### config.mk
export PLATFORM = sky130hd
export DESIGN_NAME = pmic_page_status_event_regs
export DESIGN_NICKNAME = d
export VERILOG_FILES = /design/src/inc/pmic_regs_pkg.sv /design/src/rtl/pmic_page_status_event_regs.sv
export VERILOG_INCLUDE_DIRS = /design/src /design/src/inc
export SDC_FILE = /design/constraint.sdc
export NUM_CORES = 1
export LEC_CHECK = 0
export BUFFER_PORTS_ARGS = -buffer_cell sky130_fd_sc_hd__buf_2
export CAP_MARGIN = 15
export CORE_UTILIZATION = 25
export CTS_CLUSTER_SIZE = 12
export DETAILED_ROUTE_END_ITERATION = 8
export PLACE_DENSITY = 0.44
export SLEW_MARGIN = 20
export SYNTH_ARGS = -nofsm -noshare
export SYNTH_HDL_FRONTEND = slang
export SYNTH_SLANG_ARGS = --single-unit
### constraint.sdc
create_clock -name clk -period 5.15 [get_ports clk]
set_input_delay 0.515 -clock clk [delete_from_list [all_inputs] [get_ports clk]]
set_output_delay 0.515 -clock clk [all_outputs]
set_load 0.05 [all_outputs]
### src/inc/pmic_regs_defines.svh
// Offsets, field positions, reset values and timing counts of the bank.
`ifndef PMIC_REGS_DEFINES_SVH
`define PMIC_REGS_DEFINES_SVH

// Register addresses, nine bits wide; the in-bank bank control address is seven.
`define OFF_BANK_CTL 9'h000
`define OFF_STATUS_A 9'h001
`define OFF_STATUS_B 9'h002
`define OFF_STATUS_D 9'h004
`define OFF_FAULT 9'h005
`define OFF_EVENT_A 9'h006
`define OFF_EVENT_B 9'h007
`define OFF_EVENT_C 9'h008
`define OFF_MASK_A 9'h00a
`define BANK_LOW_ADDR 7'h00

// Bank control fields.
`define BANK_RETURN_BIT 7
`define BANK_STYLE_BIT 6
`define BANK_SEL_MSB 1
`define BANK_SEL_LSB 0
`define BANK_SEL_ZERO 2'h0

// Valid-bit masks and reset values.
`define EVA_VALID 8'h1f
`define EVB_VALID 8'haa
`define EVC_VALID 8'h1f
`define REG_RESET 8'h00
`define BYTE_ZERO 8'h00

// Serial byte framing.
`define BYTE_BITS 4'h8
`define CNT_ZERO 4'h0
`define CNT_ONE 4'h1

// Early undervoltage window.
`define EARLY_UV_TIME_S 16
`define CLK_HZ 10000000
`define EARLY_UV_CYCLES (`EARLY_UV_TIME_S * `CLK_HZ)
`define TIMER_ZERO 28'h000_0000
`define TIMER_ONE 28'h000_0001

`endif

### src/inc/pmic_regs_pkg.sv
// Types shared by the register bank.
package pmic_regs_pkg;
  typedef enum logic [2:0] {
    ST_IDLE, ST_DEV, ST_RX, ST_ACK, ST_TX, ST_MACK
  } serial_state_e;
  typedef logic [8:0] reg_addr_t;
endpackage

### src/rtl/pmic_page_status_event_regs.sv
// Banked status, shutdown log, event and mask registers on a 2-wire slave.
`timescale 1ns/1ns
`default_nettype none
`include "pmic_regs_defines.svh"

module pmic_page_status_event_regs #(
  parameter logic [6:0] DEV_ADDR = 7'h2a, // Arbitrary value.
  parameter int EARLY_UV_CYCLES = `EARLY_UV_CYCLES,
  parameter int SUPPLIES = 4
) (
  // Clock and reset.
  input wire logic clk,
  input wire logic rst,
  // 2-wire host pins, open drain.
  input wire logic sclIn,
  input wire logic sdaIn,
  output logic sdaOut,
  output logic sdaOe,
  // Pin levels from outside the clock domain.
  input wire logic powerKeyLevel,
  input wire logic [4:0] gpiLevel,
  // Levels from on-chip logic.
  input wire logic [SUPPLIES-1:0] rampActive,
  input wire logic [3:0] ldoOvercurrent,
  input wire logic systemResetReleased,
  input wire logic [7:0] maskB,
  input wire logic [7:0] maskC,
  // Shutdown causes, one-cycle pulses.
  input wire logic stepTimeoutShutdown,
  input wire logic resetRequestPinShutdown,
  input wire logic softwareShutdown,
  input wire logic powerKeyShutdown,
  input wire logic tempCritShutdown,
  input wire logic undervoltageShutdown,
  input wire logic coldStart,
  input wire logic watchdogShutdown,
  // Events, one-cycle pulses.
  input wire logic sequenceDone,
  input wire logic watchdogWarn,
  input wire logic rtcTick,
  input wire logic rtcAlarm,
  input wire logic powerKeyEvent,
  input wire logic supplyLow,
  input wire logic ldoLimit,
  input wire logic tempWarn,
  input wire logic [4:0] gpiEvent,
  // Interrupt request, active high.
  output logic irqActive
);

  // ----------------------------------------------------------------
  // Declarations
  // ----------------------------------------------------------------
  pmic_regs_pkg::serial_state_e state_ff;
  logic sclS1_ff, sclS2_ff, sclD_ff, sdaS1_ff, sdaS2_ff, sdaD_ff;
  logic keyS1_ff, keyS2_ff;
  logic [4:0] gpiS1_ff, gpiS2_ff;
  logic sclRise, sclFall, startCond, stopCond;
  logic [3:0] cnt_ff;
  logic [7:0] sh_ff, txSh_ff;
  logic [6:0] ptr_ff;
  logic readMode_ff, addrPhase_ff, masterAck_ff, sdaOe_ff;
  logic wrStb_ff, rdStb_ff;
  pmic_regs_pkg::reg_addr_t wrAddr_ff;
  logic [7:0] wrData_ff;
  logic [7:0] bankCtl_ff, fault_ff, evA_ff, evB_ff, evC_ff, maskA_ff;
  logic [7:0] rdByte, faultSet, evBSet;
  logic [1:0] bankSel;
  pmic_regs_pkg::reg_addr_t curAddr;
  logic rampBusy, rampBusyD_ff, rampDone;
  logic [27:0] uvTimer_ff;
  logic earlyWindow;
  logic irq_ff;

  // ----------------------------------------------------------------
  // Address decode
  // ----------------------------------------------------------------
  // The bank control copy sits at the bottom of every bank.
  function automatic logic isBankCtl(input pmic_regs_pkg::reg_addr_t a);
    isBankCtl = (a[6:0] == `BANK_LOW_ADDR);
  endfunction

  function automatic logic hit(input pmic_regs_pkg::reg_addr_t a,
                               input pmic_regs_pkg::reg_addr_t off);
    hit = (a == off);
  endfunction

  // Write-to-clear strobe for a given register.
  function automatic logic [7:0] clrMask(input logic stb,
                                         input pmic_regs_pkg::reg_addr_t a,
                                         input pmic_regs_pkg::reg_addr_t off,
                                         input logic [7:0] d);
    clrMask = (stb && (a == off)) ? d : `BYTE_ZERO;
  endfunction

  // ----------------------------------------------------------------
  // Pin synchronisers
  // ----------------------------------------------------------------
  // Two stages per pin; the delayed copy reads only the second stage.
  always_ff @(posedge clk or posedge rst) begin
    if (rst) begin
      sclS1_ff <= 1'b1;
      sclS2_ff <= 1'b1;
      sclD_ff <= 1'b1;
      sdaS1_ff <= 1'b1;
      sdaS2_ff <= 1'b1;
      sdaD_ff <= 1'b1;
      keyS1_ff <= 1'b0;
      keyS2_ff <= 1'b0;
      gpiS1_ff <= 5'h00;
      gpiS2_ff <= 5'h00;
    end else begin
      sclS1_ff <= sclIn;
      sclS2_ff <= sclS1_ff;
      sclD_ff <= sclS2_ff;
      sdaS1_ff <= sdaIn;
      sdaS2_ff <= sdaS1_ff;
      sdaD_ff <= sdaS2_ff;
      keyS1_ff <= powerKeyLevel;
      keyS2_ff <= keyS1_ff;
      gpiS1_ff <= gpiLevel;
      gpiS2_ff <= gpiS1_ff;
    end
  end

  // Bus conditions seen after synchronisation.
  assign sclRise = sclS2_ff & ~sclD_ff;
  assign sclFall = ~sclS2_ff & sclD_ff;
  assign startCond = sclS2_ff & sclD_ff & sdaD_ff & ~sdaS2_ff;
  assign stopCond = sclS2_ff & sclD_ff & ~sdaD_ff & sdaS2_ff;
  assign bankSel = bankCtl_ff[`BANK_SEL_MSB:`BANK_SEL_LSB];
  assign curAddr = {bankSel, ptr_ff};
  assign sdaOut = 1'b0;
  assign sdaOe = sdaOe_ff;

  // ----------------------------------------------------------------
  // Read multiplexer
  // ----------------------------------------------------------------
  // Unmapped addresses and reserved status and event bits read as zero; bank control and mask A read back all eight written bits.
  always_comb begin
    rdByte = `BYTE_ZERO;
    if (isBankCtl(curAddr)) begin
      rdByte = bankCtl_ff;
    end else if (hit(curAddr, `OFF_STATUS_A)) begin
      rdByte = {5'h00, rampBusy, 1'b0, keyS2_ff};
    end else if (hit(curAddr, `OFF_STATUS_B)) begin
      rdByte = {3'h0, gpiS2_ff};
    end else if (hit(curAddr, `OFF_STATUS_D)) begin
      rdByte = {4'h0, ldoOvercurrent};
    end else if (hit(curAddr, `OFF_FAULT)) begin
      rdByte = fault_ff;
    end else if (hit(curAddr, `OFF_EVENT_A)) begin
      // Summary bits are live ORs, not stored flags.
      rdByte = {1'b0, |evC_ff, |evB_ff, evA_ff[4:0]};
    end else if (hit(curAddr, `OFF_EVENT_B)) begin
      rdByte = evB_ff;
    end else if (hit(curAddr, `OFF_EVENT_C)) begin
      rdByte = evC_ff;
    end else if (hit(curAddr, `OFF_MASK_A)) begin
      rdByte = maskA_ff;
    end
  end

  // ----------------------------------------------------------------
  // Serial slave
  // ----------------------------------------------------------------
  // Bytes are taken on SCL edges; the acknowledge is held across one
  // full clock so the host sees it however slowly it runs.
  always_ff @(posedge clk or posedge rst) begin
    if (rst) begin
      state_ff <= pmic_regs_pkg::ST_IDLE;
      cnt_ff <= `CNT_ZERO;
      sh_ff <= `BYTE_ZERO;
      txSh_ff <= `BYTE_ZERO;
      ptr_ff <= 7'h00;
      readMode_ff <= 1'b0;
      addrPhase_ff <= 1'b0;
      masterAck_ff <= 1'b0;
      sdaOe_ff <= 1'b0;
      wrStb_ff <= 1'b0;
      rdStb_ff <= 1'b0;
      wrAddr_ff <= `OFF_BANK_CTL;
      wrData_ff <= `BYTE_ZERO;
    end else begin
      wrStb_ff <= 1'b0;
      rdStb_ff <= 1'b0;
      if (startCond) begin
        state_ff <= pmic_regs_pkg::ST_DEV;
        cnt_ff <= `CNT_ZERO;
        sdaOe_ff <= 1'b0;
      end else if (stopCond) begin
        state_ff <= pmic_regs_pkg::ST_IDLE;
        sdaOe_ff <= 1'b0;
      end else begin
        unique case (state_ff)
          pmic_regs_pkg::ST_IDLE: begin
            sdaOe_ff <= 1'b0;
          end
          pmic_regs_pkg::ST_DEV, pmic_regs_pkg::ST_RX: begin
            if (sclRise) begin
              sh_ff <= {sh_ff[6:0], sdaS2_ff};
              cnt_ff <= cnt_ff + `CNT_ONE;
            end else if (sclFall && cnt_ff == `BYTE_BITS) begin
              cnt_ff <= `CNT_ZERO;
              if (state_ff == pmic_regs_pkg::ST_DEV) begin
                if (sh_ff[7:1] == DEV_ADDR) begin
                  sdaOe_ff <= 1'b1;
                  state_ff <= pmic_regs_pkg::ST_ACK;
                  readMode_ff <= sh_ff[0];
                  addrPhase_ff <= 1'b1;
                end else begin
                  state_ff <= pmic_regs_pkg::ST_IDLE;
                end
              end else begin
                sdaOe_ff <= 1'b1;
                state_ff <= pmic_regs_pkg::ST_ACK;
                if (addrPhase_ff) begin
                  ptr_ff <= sh_ff[6:0];
                  addrPhase_ff <= 1'b0;
                end else begin
                  wrStb_ff <= 1'b1;
                  wrAddr_ff <= curAddr;
                  wrData_ff <= sh_ff;
                  if (bankCtl_ff[`BANK_STYLE_BIT]) begin
                    addrPhase_ff <= 1'b1;
                  end else begin
                    ptr_ff <= ptr_ff + 7'h01;
                  end
                end
              end
            end
          end
          pmic_regs_pkg::ST_ACK: begin
            if (sclFall) begin
              if (readMode_ff) begin
                txSh_ff <= rdByte;
                sdaOe_ff <= ~rdByte[7];
                rdStb_ff <= 1'b1;
                ptr_ff <= ptr_ff + 7'h01;
                state_ff <= pmic_regs_pkg::ST_TX;
              end else begin
                sdaOe_ff <= 1'b0;
                state_ff <= pmic_regs_pkg::ST_RX;
              end
            end
          end
          pmic_regs_pkg::ST_TX: begin
            if (sclRise) begin
              cnt_ff <= cnt_ff + `CNT_ONE;
            end else if (sclFall) begin
              if (cnt_ff == `BYTE_BITS) begin
                cnt_ff <= `CNT_ZERO;
                sdaOe_ff <= 1'b0;
                state_ff <= pmic_regs_pkg::ST_MACK;
              end else begin
                txSh_ff <= {txSh_ff[6:0], 1'b0};
                sdaOe_ff <= ~txSh_ff[6];
              end
            end
          end
          pmic_regs_pkg::ST_MACK: begin
            if (sclRise) begin
              masterAck_ff <= ~sdaS2_ff;
            end else if (sclFall) begin
              if (masterAck_ff) begin
                txSh_ff <= rdByte;
                sdaOe_ff <= ~rdByte[7];
                rdStb_ff <= 1'b1;
                ptr_ff <= ptr_ff + 7'h01;
                state_ff <= pmic_regs_pkg::ST_TX;
              end else begin
                state_ff <= pmic_regs_pkg::ST_IDLE;
              end
            end
          end
        endcase
      end
    end
  end

  // ----------------------------------------------------------------
  // Bank control
  // ----------------------------------------------------------------
  // A write to any copy updates the one register; auto-return only acts
  // on accesses that did not themselves rewrite the bank.
  always_ff @(posedge clk or posedge rst) begin
    if (rst) begin
      bankCtl_ff <= `REG_RESET;
    end else if (wrStb_ff && isBankCtl(wrAddr_ff)) begin
      bankCtl_ff <= wrData_ff;
    end else if ((wrStb_ff || rdStb_ff) && bankCtl_ff[`BANK_RETURN_BIT]) begin
      bankCtl_ff[`BANK_SEL_MSB:`BANK_SEL_LSB] <= `BANK_SEL_ZERO;
    end
  end

  // ----------------------------------------------------------------
  // Early undervoltage window
  // ----------------------------------------------------------------
  // Counts from reset release and saturates; held reset restarts it.
  always_ff @(posedge clk or posedge rst) begin
    if (rst) begin
      uvTimer_ff <= `TIMER_ZERO;
    end else if (!systemResetReleased) begin
      uvTimer_ff <= `TIMER_ZERO;
    end else if (uvTimer_ff < 28'(EARLY_UV_CYCLES)) begin
      uvTimer_ff <= uvTimer_ff + `TIMER_ONE;
    end
  end

  assign earlyWindow = !systemResetReleased ||
                       (uvTimer_ff < 28'(EARLY_UV_CYCLES));

  // ----------------------------------------------------------------
  // Shutdown cause log
  // ----------------------------------------------------------------
  // New causes win over a host clear in the same cycle.
  always_comb begin
    faultSet = {stepTimeoutShutdown,
                resetRequestPinShutdown | softwareShutdown,
                powerKeyShutdown,
                tempCritShutdown,
                undervoltageShutdown & earlyWindow,
                undervoltageShutdown,
                coldStart,
                watchdogShutdown};
  end

  always_ff @(posedge clk or posedge rst) begin
    if (rst) begin
      fault_ff <= `REG_RESET;
    end else begin
      fault_ff <= (fault_ff & ~clrMask(wrStb_ff, wrAddr_ff, `OFF_FAULT,
                   wrData_ff)) | faultSet;
    end
  end

  // ----------------------------------------------------------------
  // Event flags
  // ----------------------------------------------------------------
  // Ramp-done fires on the fall of the combined busy level.
  assign rampBusy = |rampActive;
  assign rampDone = rampBusyD_ff & ~rampBusy;
  assign evBSet = {supplyLow, 1'b0, rampDone, 1'b0,
                   ldoLimit, 1'b0, tempWarn, 1'b0};

  always_ff @(posedge clk or posedge rst) begin
    if (rst) begin
      rampBusyD_ff <= 1'b0;
    end else begin
      rampBusyD_ff <= rampBusy;
    end
  end

  // Reserved positions are masked out of both set and stored value.
  always_ff @(posedge clk or posedge rst) begin
    if (rst) begin
      evA_ff <= `REG_RESET;
      evB_ff <= `REG_RESET;
      evC_ff <= `REG_RESET;
    end else begin
      evA_ff <= ((evA_ff & ~clrMask(wrStb_ff, wrAddr_ff, `OFF_EVENT_A,
                 wrData_ff)) | {3'h0, sequenceDone, watchdogWarn, rtcTick,
                 rtcAlarm, powerKeyEvent}) & `EVA_VALID;
      evB_ff <= ((evB_ff & ~clrMask(wrStb_ff, wrAddr_ff, `OFF_EVENT_B,
                 wrData_ff)) | evBSet) & `EVB_VALID;
      evC_ff <= ((evC_ff & ~clrMask(wrStb_ff, wrAddr_ff, `OFF_EVENT_C,
                 wrData_ff)) | {3'h0, gpiEvent}) & `EVC_VALID;
    end
  end

  // ----------------------------------------------------------------
  // Masks and interrupt
  // ----------------------------------------------------------------
  always_ff @(posedge clk or posedge rst) begin
    if (rst) begin
      maskA_ff <= `REG_RESET;
    end else if (wrStb_ff && hit(wrAddr_ff, `OFF_MASK_A)) begin
      maskA_ff <= wrData_ff;
    end
  end

  // Registered so the pin never glitches on decode transients.
  always_ff @(posedge clk or posedge rst) begin
    if (rst) begin
      irq_ff <= 1'b0;
    end else begin
      irq_ff <= |(evA_ff & ~maskA_ff & `EVA_VALID) |
                |(evB_ff & ~maskB) | |(evC_ff & ~maskC);
    end
  end

  assign irqActive = irq_ff;

endmodule
`default_nettype wire

[Word level (Yosys, flattened, before mapping)]
Cells that the tools add are included.
Operators by class
  $add $sub $neg: 3
  bitwise gates (word level): 42
  reductions and logical operators: 36
  multiplexer cells: 93
  eq/ne operators: 48
  $lt $le $gt $ge: 1
Operator list (number)
  $mux W7: 18
  $mux W8: 11
  $eq A9 B3 Y1 const B: 7
  $mux W28: 2
  $ne A4 B4 Y1 const B: 12
  $pmux W7 S3: 2
  $mux W3: 13
  $eq A9 B4 Y1 const B: 4
  $not A8 Y8: 4
  $mux W1: 31
  $add A28 B1 Y28 const B: 1
  $lt A28 B28 Y1 const B: 1
  $mux W4: 7
  $and A8 B8 Y8: 3
  $ne A2 B2 Y1 const B: 12
  $reduce_and A9 Y1: 2
  $or A8 B8 Y8: 2
  $reduce_or A8 Y1: 2
  $and A5 B5 Y5: 3
  $not A5 Y5: 3
  $logic_not A7 Y1: 2
  $reduce_and A7 Y1: 2
  $not A1 Y1: 12
  $pmux W3 S4: 1
  other kinds (36): 66
Storage, ports and cells
  input port bits: 56
  word-level logic and storage cells: 256
  output and inout bits: 3
  register bits: 138

[Depth between registers and ports, before layout]
Gate-level depths: netlist of the first run.
  word-level depth: 17
  gate-level depth with buffers: 10

[Worst setup path after synthesis of the first run]
Ideal clock, no wire load.
  path type: reg-to-reg
  start: register sclD_ff
  end: register txSh_ff[0]
  setup time: 0.123 ns
  setup slack: 2.910 ns
  arrival: 2.117 ns
  period minus slack after synthesis: 2.240 ns
  cell stages (with the launch flop): 9
  cells stage by stage: dfstp_2 inv_1 ha_1 clkbuf_1 or3_1 a221oi_4 nand2_2 a31o_1 o221a_2
On the way
  word-level cells in the longest chain between the ends: 5
Ends and longest elaborated chain
  from (decl): RTL line pmic_page_status_event_regs.sv:55  | logic sclS1_ff, sclS2_ff, sclD_ff, sdaS1_ff, sdaS2_ff, sdaD_ff;
  from (signal assigned): RTL line pmic_page_status_event_regs.sv:115  | sclD_ff <= sclS2_ff;
  $and A1 B1 Y1: RTL line pmic_page_status_event_regs.sv:129, pmic_page_status_event_regs.sv:130
  $and A1 B1 Y1, on equally long branches (2 in a row): RTL line pmic_page_status_event_regs.sv:130, pmic_page_status_event_regs.sv:129
  $not A1 Y1 (no source line)
  $reduce_and A11 Y1 (no source line) *
  to (signal assigned): RTL line pmic_page_status_event_regs.sv:174  | txSh_ff <= `BYTE_ZERO;
  to (signal assigned): RTL line pmic_page_status_event_regs.sv:236  | txSh_ff <= rdByte;
  to (signal assigned): RTL line pmic_page_status_event_regs.sv:256  | txSh_ff <= {txSh_ff[6:0], 1'b0};
  to (decl): RTL line pmic_page_status_event_regs.sv:60  | logic [7:0] sh_ff, txSh_ff;
Every way passes the cells marked *; elsewhere a longest branch is shown, timed or not.
A chain may end at the register's enable or synchronous reset.

[Worst setup path in the final report of the first run]
  start: register state_ff[0]
  end: register txSh_ff[0]
On the way
  word-level cells in the longest chain between the ends: 3
Ends and longest elaborated chain
  from (decl): RTL line pmic_page_status_event_regs.sv:54  | pmic_regs_pkg::serial_state_e state_ff;
  from (signal assigned): RTL line pmic_page_status_event_regs.sv:171  | state_ff <= pmic_regs_pkg::ST_IDLE;
  from (signal assigned): RTL line pmic_page_status_event_regs.sv:188  | state_ff <= pmic_regs_pkg::ST_DEV;
  from (signal assigned): RTL line pmic_page_status_event_regs.sv:192  | state_ff <= pmic_regs_pkg::ST_IDLE;
  $eq A3 B3 Y1 / $eq A3 B2 Y1 (equally long branches): RTL line pmic_page_status_event_regs.sv:195  | unique case (state_ff)
  $ne A2 B2 Y1 (no source line) / $reduce_bool A3 Y1 (equally long branches)
  $reduce_and A11 Y1 (no source line)
Several ways; a longest one is shown, not always the timed one.

==> results of run 1 <==
## cell usage after synthesis (all sizes together), types with 3 or more instances
cell,count
a221oi,7
ha,11
and2,27
or3,5
o211ai,5
xnor2,25
a21o,21
nor3b,3
dfrtp,132
nor2b,9
nor3,13
nand3,32
a21boi,4
nand4,16
o21ai,43
xor2,5
nand2,105
a21oi,24
buf,10
o22ai,14
or4,3
nor2,30
o21a,3
and3,12
nand2b,6
clkbuf,18
inv,34
o31ai,3
mux2i,5
a22o,3
mux2,33
nor4,10
and4,5
dfstp,6
## metal layers
layer,track usage [%],wire (um),vias to the layer above
li1,-,-,2665
met1,21.1,9920,2760
met2,21.3,8660,95
met3,2.84,755,14
met4,4.00,208,0
met5,0,0,-
## metrics by stage
step                      worst slack [ns]  utilization [%]  hold WS [ns]  power, mW
after CTS                             2.18             30.0         0.180       3.58
final                                 2.20             30.0         0.194       3.55
after floorplan                      0.949                -         0.331       1.97
after detailed placement              2.19             27.7         0.336       2.21
after global routing                  1.97             30.0         0.172       3.74
after global placement                2.17             27.7         0.335       2.22
## layout make-up
class / count / area, um^2
fill: 2960 / 19400
sequential: 138 / 3460
multi-input combinational: 519 / 3340
tap: 378 / 473
clock buffer: 19 / 453
timing repair buffer: 55 / 288
clock inverter: 13 / 191
inverter: 34 / 133
## logic make-up after synthesis
group | after synthesis
simple gates | 284
compound gates | 155
flops | 138
buf+inv | 62
mux | 38
xor+xnor | 30
fa+ha+maj | 11
other cells | 1
## power by group through the flow
stage / Clock (mW) / Combinational, mW / Sequential (mW)
finish: 1.35 / 0.862 / 1.34
global route: 1.43 / 0.963 / 1.36
global placement: 0 / 0.867 / 1.35
CTS: 1.38 / 0.867 / 1.33
detailed placement: 0 / 0.859 / 1.35
floorplan: 0 / 0.685 / 1.28
## path summary, 6_finish.rpt
check	start	endpoint	slack [ns]	depth (start not counted)
worst max-delay path	state_ff[0]$_DFFE_PP0P_	txSh_ff[0]$_DFFE_PP0P_	2.20	6
worst min-delay path	sdaIn	sdaS1_ff$_DFF_PP1_	0.19	1
worst max register to register	state_ff[0]$_DFFE_PP0P_	txSh_ff[0]$_DFFE_PP0P_	2.20	6
worst min register to register	gpiS1_ff[2]$_DFF_PP0_	gpiS2_ff[2]$_DFF_PP0_	0.35	0
max in group asynchronous	rst	cnt_ff[0]$_DFFE_PP0P_	3.76	3
min in group asynchronous	rst	evC_ff[2]$_DFF_PP0_	0.28	2
## state kept, by name, summed over array words and instances (netlist names), 3 cells and up
register    flops
evA_ff          5
cnt_ff          4
bankCtl_ff      8
txSh_ff         7
wrAddr_ff       9
sh_ff           8
fault_ff        8
uvTimer_ff     28
evC_ff          5
maskA_ff        8
state_ff        3
ptr_ff          7
wrData_ff       8
gpiS2_ff        5
gpiS1_ff        5
evB_ff          4
==> results.md, run 1 <==
- CORE AREA: 27800 um^2
- Vias per cell: 4.79
- Total CTS buffers: 17
- Unique masters post-synth: 71
- Via count of the routed design: 5534
- DP Area: 7690 um^2
- Clk pwr share: 38.0%
- CP arrival: 3.26 ns
- Final layout net count: 832
- Slew headroom: 30.9%
- Setup bufs post-CTS: 0
- Clock transition at the registers of the reported paths: 0.06 ns
- Tmin final: 2.95 ns
- Comb pwr share: 24.3%
- Post-CTS Resized: 0
- Pin count of the biggest net entering global routing: 97
- Switching share of total power: 33.3%
- Commonest cells after routing, fill and taps aside: 132 x dfrtp_1, 104 x nand2_1, 50 x buf_2
- Cells after Synth: 719
- Final period utilization: 57.2%
- Synth top area cells: dfrtp_1 47%, nand2_1 5.5%, mux2_2 5.3%
- Max FO, Critical Path: 19
- Number of buffers inserted by hold repair at cts: 0
- Cell area after layout: 8340 um^2
- Commonest non-fill, non-tap cell in the layout: dfrtp_1
- Rows: 61
- Leakage: 3.62 nW
- Clk root buf: clkbuf_16
- Mapped cell area: 7050 um^2
- Die Height: 170 um
- Status: complete, no violations
- Initial core utilization: 25.4%
- Initial DRC Count: 339
- Io pins: 59
- CP cell instances: or3b_1, or3_1, a221oi_4, nand2_2, a31o_1, o221a_2
- Vias in the first global route: 5418
- Worst-margin pin slew: 1.03 ns
- Final setup violating endpoints: 0
- Post-Synth XOR/XNOR Area: 3.73%
- HP Class: input pin to flop
- Diodes inserted: 0
- EDFF count, synth: 0
- Cell taking the most area after synthesis: dfrtp_1
- Area grow syn2layout: 18.4%
- CP required: 5.46 ns
- Port Buffers: 50
- Worst path slowest cell: or3b_1
- Maxcap violations: 0
- RSZ-0062 raised after global routing: false
- Adder-cell share of the synthesized area: 1.95%
- Clock Tree Buf Depth: 2
- Max VDD drop: 0.185 mV
- Share of post-route cells with drive strength above 1: 17.7%
- Yosys top cell area share: 46.9%
- Grt ovf: 0
- Worst-Skew Late Latency: 0.42 ns
- Post-DRT Antenna Nets: 0
- CTS tree: done
- Mux share of post-synthesis cell area: 5.98%
- Total nets after synthesis: 786
- Final GP Congestion: 0.791
- Die area: 28900 um^2
- Drt drc: 0
- Wire per inst: 16.9 um
- WP buf/inv: 0
- Synth Area in Simple Gates: 20.6%
- Async set or reset register ratio after synthesis: 100%
- CP Launch Type: flop
- H-tree levels: 4
- Seq/Total Area, Yosys: 49.1%
- DP HPWL: 13800 um
- DRT Pass-1 Iters: 5
- Crit path capture type: flop
- Part of the power in registers: 37.7%
- Clock sinks: 138
- Main synth FF type: dfrtp_1
- F_max: 0.339 GHz
- Final TNS setup: 0 ns
- Slew Limit Fails: 0
- First-pass GRT wire length: 31700 um
- Largest family of logic cells by synthesized area: simple AND/OR/NAND/NOR gates
- Clk_skew: 0.00995 ns
- Avg Inst Size Synth: 9.80 um^2
- Initial antenna violation count: 0
- Final hold vios: 0
- Placed Cells: 1124
- Overall Global Routing Usage: 14.4%
- #FFs+latches synth: 138
- Routed WL: 19500 um
- Compound-Gate Fraction of Synth Area: 15.0%
- Die extent in x: 170 um
- Crit path largest cell delay: 0.68 ns
- Switching pwr: 1.18 mW
- Top Family by Delay on Critical Path: simple AND/OR/NAND/NOR gates
- PD cells: 425 nW/um^2
- Yosys warning count: 0
- Finished Layout Cells: 1156
- Int Pwr: 2.37 mW
- Crit Path Class: flop to flop
Power figures use the tool's default switching activity.
==> inputs of run 2 (changes only) <==
==> constraint.sdc (replaced) <==
create_clock -name clk -period 3 [get_ports clk]
set_input_delay 0.3 -clock clk [delete_from_list [all_inputs] [get_ports clk]]
set_output_delay 0.3 -clock clk [all_outputs]
set_load 0.05 [all_outputs]
==> results.md, run 2 (synthesis results as in run 1) <==
- Status: finished with violations
- Failing checks: negative hold slack
- Max FFs per register: 28 (unchanged)
- CORE AREA: 27800 um^2 (unchanged)
- DP HPWL: 13800 um (+0.32%)
- Finished Layout Cells: 1178 (+1.9%)
- Rows: 61 (unchanged)
- Crit path capture type: flop
- Pin count of the biggest net entering global routing: 91 (-6.2%)
- H-tree levels: 4 (unchanged)
- CTS tree: done
- First-pass GRT wire length: 32300 um (+2.1%)
- Clock sinks: 138 (unchanged)
- Worst-Skew Late Latency: 0.42 ns (about the same)
- Total CTS buffers: 17 (unchanged)
- Leakage: 3.71 nW (+2.5%)
- Initial core utilization: 25.4% (unchanged)
- RSZ-0062 raised after global routing: false
- Worst path slowest cell: ha_1
- Final period utilization: 87.0% (+30 points)
- Clk root buf: clkbuf_16
- Port Buffers: 50 (unchanged)
- Worst hold slack: -0.0273 ns (-0.221 ns)
- Commonest non-fill, non-tap cell in the layout: dfrtp_1
- Top reg by flops: uvTimer_ff
- Vias per cell: 4.71 (-1.6%)
- Vias in the first global route: 5620 (+3.7%)
- Largest regs: uvTimer_ff: 28 flops, wrAddr_ff: 9 flops
- Placed Cells: 1139 (+1.3%)
- Overall Global Routing Usage: 14.7% (+0.25 points)
- Fill cells: 2957 (-0.10%)
- Maxcap violations: 0 (unchanged)
- Worst reg-to-reg setup slack: 0.39 ns (-1.81 ns)
- Clk_skew: 0.00806 ns (-0.00189 ns)
- Drt drc: 0 (unchanged)
- Routed WL: 19500 um (-0.18%)
- HP Class: input pin to asynchronous set/reset pin
- Final GP Congestion: 0.793 (+0.28%)
- Max FO, Critical Path: 16 (-3)
- Initial DRC Count: 450 (+33%)
- Post-DRT Antenna Nets: 0 (unchanged)
- Setup bufs post-CTS: 0 (unchanged)
- Power Total: 5.90 mW (+66%)
- Io pins: 59 (unchanged)
- Tmin final: 2.61 ns (-0.338 ns)
- Crit path largest cell delay: 0.55 ns (-0.13 ns)
- Share of post-route cells with drive strength above 1: 18.9% (+1.1 points)
- Final setup violating endpoints: 0 (unchanged)
- Slew Limit Fails: 0 (unchanged)
- CP Launch Type: flop
- DRT Pass-1 Iters: 4 (-1)
- Max VDD drop: 0.349 mV (+89%)
- Number of buffers inserted by hold repair at cts: 8 (+8)
- Crit Path Class: flop to flop
- Final TNS setup: 0 ns (unchanged)
- CP cell instances: inv_1, ha_1, nor2_1, a211oi_1, nor3_1, a21boi_0, o21ai_0, mux2_2
- Die area: 28900 um^2 (unchanged)
- Diodes inserted: 0 (unchanged)
- Final layout net count: 855 (+2.8%)
- CP arrival: 2.97 ns (-0.29 ns)
- Area grow syn2layout: 20.2%
- PD cells: 697 nW/um^2 (+64%)
- Worst-margin pin slew: 0.645 ns (-0.388 ns)
- Die Height: 170 um (unchanged)
- Die extent in x: 170 um (unchanged)
- Post-CTS Resized: 0 (unchanged)
- Grt ovf: 0 (unchanged)
- Slew headroom: 57.0% (+26 points)
- Via count of the routed design: 5549 (+0.27%)
- F_max: 0.383 GHz (+13%)
- CP required: 3.36 ns (-2.10 ns)
- Clock transition at the registers of the reported paths: 0.06 ns (about the same)
- Commonest cells after routing, fill and taps aside: 132 x dfrtp_1, 104 x nand2_1, 50 x buf_2
- Wire per inst: 16.6 um (-2.0%)
- Clock Tree Buf Depth: 2 (unchanged)
- Final hold vios: 7 (+7)
- Initial antenna violation count: 0 (unchanged)
==> run 2: changes by cell type in the layout (fill, tap and decap cells not counted), sizes merged <==
cell,before,now
bufinv,4,2
clkinv,4,8
inv,36,34
dlygate4sd3,0,8
buf,55,70
clkinvlp,3,2
==> run 2: path summary, 6_finish.rpt <==
check / endpoint / from / cells past startpoint
worst max-delay path: sdaOe$_DFFE_PP0P_ / ptr_ff[0]$_DFFE_PP0P_ / 8
worst min-delay path: gpiS1_ff[2]$_DFF_PP0_ / rst / 3
worst max register to register: sdaOe$_DFFE_PP0P_ / ptr_ff[0]$_DFFE_PP0P_ / 8
worst min register to register: gpiS2_ff[1]$_DFF_PP0_ / gpiS1_ff[1]$_DFF_PP0_ / 0
max in group asynchronous: sh_ff[6]$_DFFE_PP0P_ / rst / 3
min in group clk: fault_ff[5]$_DFF_PP0_ / powerKeyShutdown / 2
==> run 2: per-stage QoR <==
stage / setup slack [ns] / instance area [um^2] / utilization (%)
after floorplan: 0.760 / 7050 / -
after global placement: 0.488 / 7820 / 28.1
after detailed placement: 0.479 / 7820 / 28.1
after CTS: 0.458 / 8470 / 30.5
after global routing: 0.245 / 8470 / 30.5
final: 0.390 / 8470 / 30.5
==> run 2: final cells by class <==
| type | count | area [um^2] | share of cell area (%) |
|---|---|---|---|
| flip-flops and latches | 138 | 3460 | 40.9 |
| multi-input cells | 519 | 3340 | 39.4 |
| repair buffers | 78 | 493 | 5.82 |
| well taps | 378 | 473 | 5.58 |
| clock buffers | 19 | 453 | 5.35 |
| inverters | 34 | 131 | 1.55 |
| clock inverters | 12 | 124 | 1.46 |
==> run 2: routing by layer <==
layer / vias up / part of all wire, % / GRT usage [%]
met5: - / 0 / 0
met4: 0 / 1.7 / 4.43
met3: 27 / 4.0 / 2.86
met2: 107 / 43 / 21.3
met1: 2723 / 51 / 21.6
li1: 2692 / - / -
==> run 2: worst max-delay path, delay by kind of cell, from the launching register on <==
| family | cells | cell delay [ns] |
|---|---|---|
| simple gates | 2 | 0.24 |
| fa+ha+maj | 1 | 0.55 |
| mux | 1 | 0.22 |
| buf+inv | 1 | 0.15 |
| flops | 1 | 0.42 |
| compound gates | 3 | 0.97 |
==> run 2: power breakdown <==
group / internal, mW / total (mW) / switching [mW]
logic: 0.615 / 1.57 / 0.952
registers: 2.04 / 2.25 / 0.217
clock network: 1.26 / 2.09 / 0.827
total: 3.91 / 5.90 / 2.00
==> inputs of run 3 (changes only) <==
--- a/config.mk
+++ b/config.mk
@@ -11,7 +11,7 @@
 export CORE_UTILIZATION = 25
 export CTS_CLUSTER_SIZE = 12
 export DETAILED_ROUTE_END_ITERATION = 8
-export PLACE_DENSITY = 0.44
+export PLACE_DENSITY_LB_ADDON = 0.05
 export SLEW_MARGIN = 20
 export SYNTH_ARGS = -nofsm -noshare
 export SYNTH_HDL_FRONTEND = slang
==> results.md, run 3 (synthesis results as in run 1) <==
- Status: complete, no violations
- First-pass GRT wire length: 33600 um (+3.8%)
- Die Height: 170 um (unchanged)
- Diodes inserted: 0 (unchanged)
- Share of post-route cells with drive strength above 1: 19.0% (+0.078 points)
- Part of the power in registers: 35.9% (-2.3 points)
- F_max: 0.387 GHz (+1.1%)
- Post-DRT Antenna Nets: 0 (unchanged)
- RSZ-0062 raised after global routing: false
- Clk pwr share: 36.7% (+1.4 points)
- Met2 wire length: 10100 um (+20%)
- CORE AREA: 27800 um^2 (unchanged)
- Overall Global Routing Usage: 15.4% (+0.77 points)
- Final layout net count: 856 (+0.12%)
- Worst-margin pin slew: 0.959 ns (+0.314 ns)
- Commonest non-fill, non-tap cell in the layout: dfrtp_1
- Initial antenna violation count: 0 (unchanged)
- Initial DRC Count: 327 (-27%)
- Commonest cells after routing, fill and taps aside: 132 x dfrtp_1, 104 x nand2_1, 50 x buf_2
- Switching pwr: 2.16 mW (+8.0%)
- Crit Path Class: flop to flop
- Via count of the routed design: 5639 (+1.6%)
- Final core occ: 30.7% (+0.22 points)
- Total CTS buffers: 17 (unchanged)
- PD cells: 725 nW/um^2 (+4.0%)
- Vias per cell: 4.78 (+1.4%)
- Fill cells: 2968 (+0.37%)
- Die area: 28900 um^2 (unchanged)
- Io pins: 59 (unchanged)
- Clk_skew: 0.0135 ns (+0.00542 ns)
- Switching share of total power: 34.8% (+1.1 points)
- Wire per inst: 17.9 um (+7.9%)
- Clock Tree Buf Depth: 2 (unchanged)
- Int Pwr: 4.03 mW (+3.1%)
- Comb pwr share: 27.4% (+0.9 points)
- Final TNS setup: 0 ns (unchanged)
- DP HPWL: 15300 um (+11%)
- DRT Pass-1 Iters: 5 (+1)
- Area grow syn2layout: 21.1%
- Clk root buf: clkbuf_16
- Routed WL: 21100 um (+8.0%)
- Met3 Wirelength: 636 um (-18%)
- Maxcap violations: 0 (unchanged)
- Setup bufs post-CTS: 0 (unchanged)
- Final GP Congestion: 0.831 (+4.8%)
- Crit path capture type: flop
- H-tree levels: 4 (unchanged)
- Clock transition at the registers of the reported paths: 0.07 ns (about the same)
- Slew headroom: 35.9% (-21 points)
- Slew Limit Fails: 0 (unchanged)
- Port Buffers: 50 (unchanged)
- Leakage: 3.73 nW (+0.37%)
- Max FFs per register: 28 (unchanged)
- Top reg by flops: uvTimer_ff
- Largest regs: uvTimer_ff: 28 flops, wrAddr_ff: 9 flops
- Die extent in x: 170 um (unchanged)
- Final setup violating endpoints: 0 (unchanged)
- Vias in the first global route: 5833 (+3.8%)
- Max VDD drop: 0.356 mV (+2.0%)
- Final period utilization: 86.1% (-0.90 points)
- CP Launch Type: flop
- CTS tree: done
- HP Class: input pin to flop
- CP required: 3.33 ns (-0.03 ns)
- Rows: 61 (unchanged)
- Worst-Skew Late Latency: 0.43 ns (about the same)
- Drt drc: 0 (unchanged)
- Max Used Layer: met4
- Tmin final: 2.58 ns (-0.0271 ns)
- Clock sinks: 138 (unchanged)
- Initial core utilization: 25.4% (unchanged)
- Grt ovf: 0 (unchanged)
- Worst reg-to-reg setup slack: 0.42 ns (+0.03 ns)
- Pin count of the biggest net entering global routing: 52 (-43%)
- Final hold vios: 0 (-7)
- Met1 wire length: 10000 um (+0.49%)
- CP arrival: 2.91 ns (-0.06 ns)
- Max FO, Critical Path: 14 (-2)
==> run 3: final timing paths <==
path                                         startpoint                        end  cells after the start
worst max-delay path            state_ff[2]$_DFFE_PP0P_     txSh_ff[4]$_DFFE_PP0P_                      7
worst min-delay path                        gpiEvent[3]        evC_ff[3]$_DFF_PP0_                      2
worst max register to register  state_ff[2]$_DFFE_PP0P_     txSh_ff[4]$_DFFE_PP0P_                      7
worst min register to register    gpiS1_ff[0]$_DFF_PP0_      gpiS2_ff[0]$_DFF_PP0_                      0
max in group asynchronous                           rst         sclS2_ff$_DFF_PP1_                      3
min in group asynchronous                           rst  uvTimer_ff[7]$_DFFE_PP0N_                      2
==> run 3: layout make-up <==
cell class | instances | area (um^2) | share of cell area (%)
Tap cell | 378 | 473 | 5.54
Sequential cell | 138 | 3460 | 40.6
Timing Repair Buffer | 79 | 513 | 6.01
Clock inverter | 14 | 185 | 2.17
Multi-Input combinational cell | 519 | 3330 | 39.0
Inverter | 34 | 131 | 1.54
Clock buffer | 18 | 439 | 5.15
==> run 3: power groups by stage <==
stage	clock network, mW	logic (mW)	registers, mW
5_1_grt	2.42	1.88	2.25
3_3_place_gp	0	1.68	2.26
3_5_place_dp	0	1.68	2.26
6_report	2.27	1.70	2.22
4_1_cts	2.35	1.69	2.23
2_1_floorplan	0	1.18	2.20
==> run 3: repair_timing <==
item,CTS,global route
gates resized for setup,0,0
hold buffers,8,0
hold endpoints to repair,8,0
==> run 3: critical path: stages (launching register included) <==
cell      delay (ns)
dfrtp_1         0.63
or3b_1          0.41
or3_1           0.36
a221oi_4        0.47
buf_4           0.23
o21a_1          0.13
o211ai_1        0.09
o221ai_1        0.15
==> run 3: stage by stage <==
step                      worst slack (ns)  cells  total power, mW  area, um^2  hold slack [ns]
after detailed placement             0.473   1140             3.94        7830            0.335
after floorplan                      0.760    719             3.38        7050            0.304
after global routing                 0.279   1180             6.55        8530           0.0173
after CTS                            0.421   1180             6.27        8530           0.0187
final                                0.417   1180             6.19        8530           0.0449
after global placement               0.476   1140             3.94        7830            0.332
==> run 3: routing by layer <==
metal	up-vias	GRT usage, %
li1	2693	-
met1	2837	20.8
met2	89	24.9
met3	20	2.95
met4	0	4.86
met5	-	0
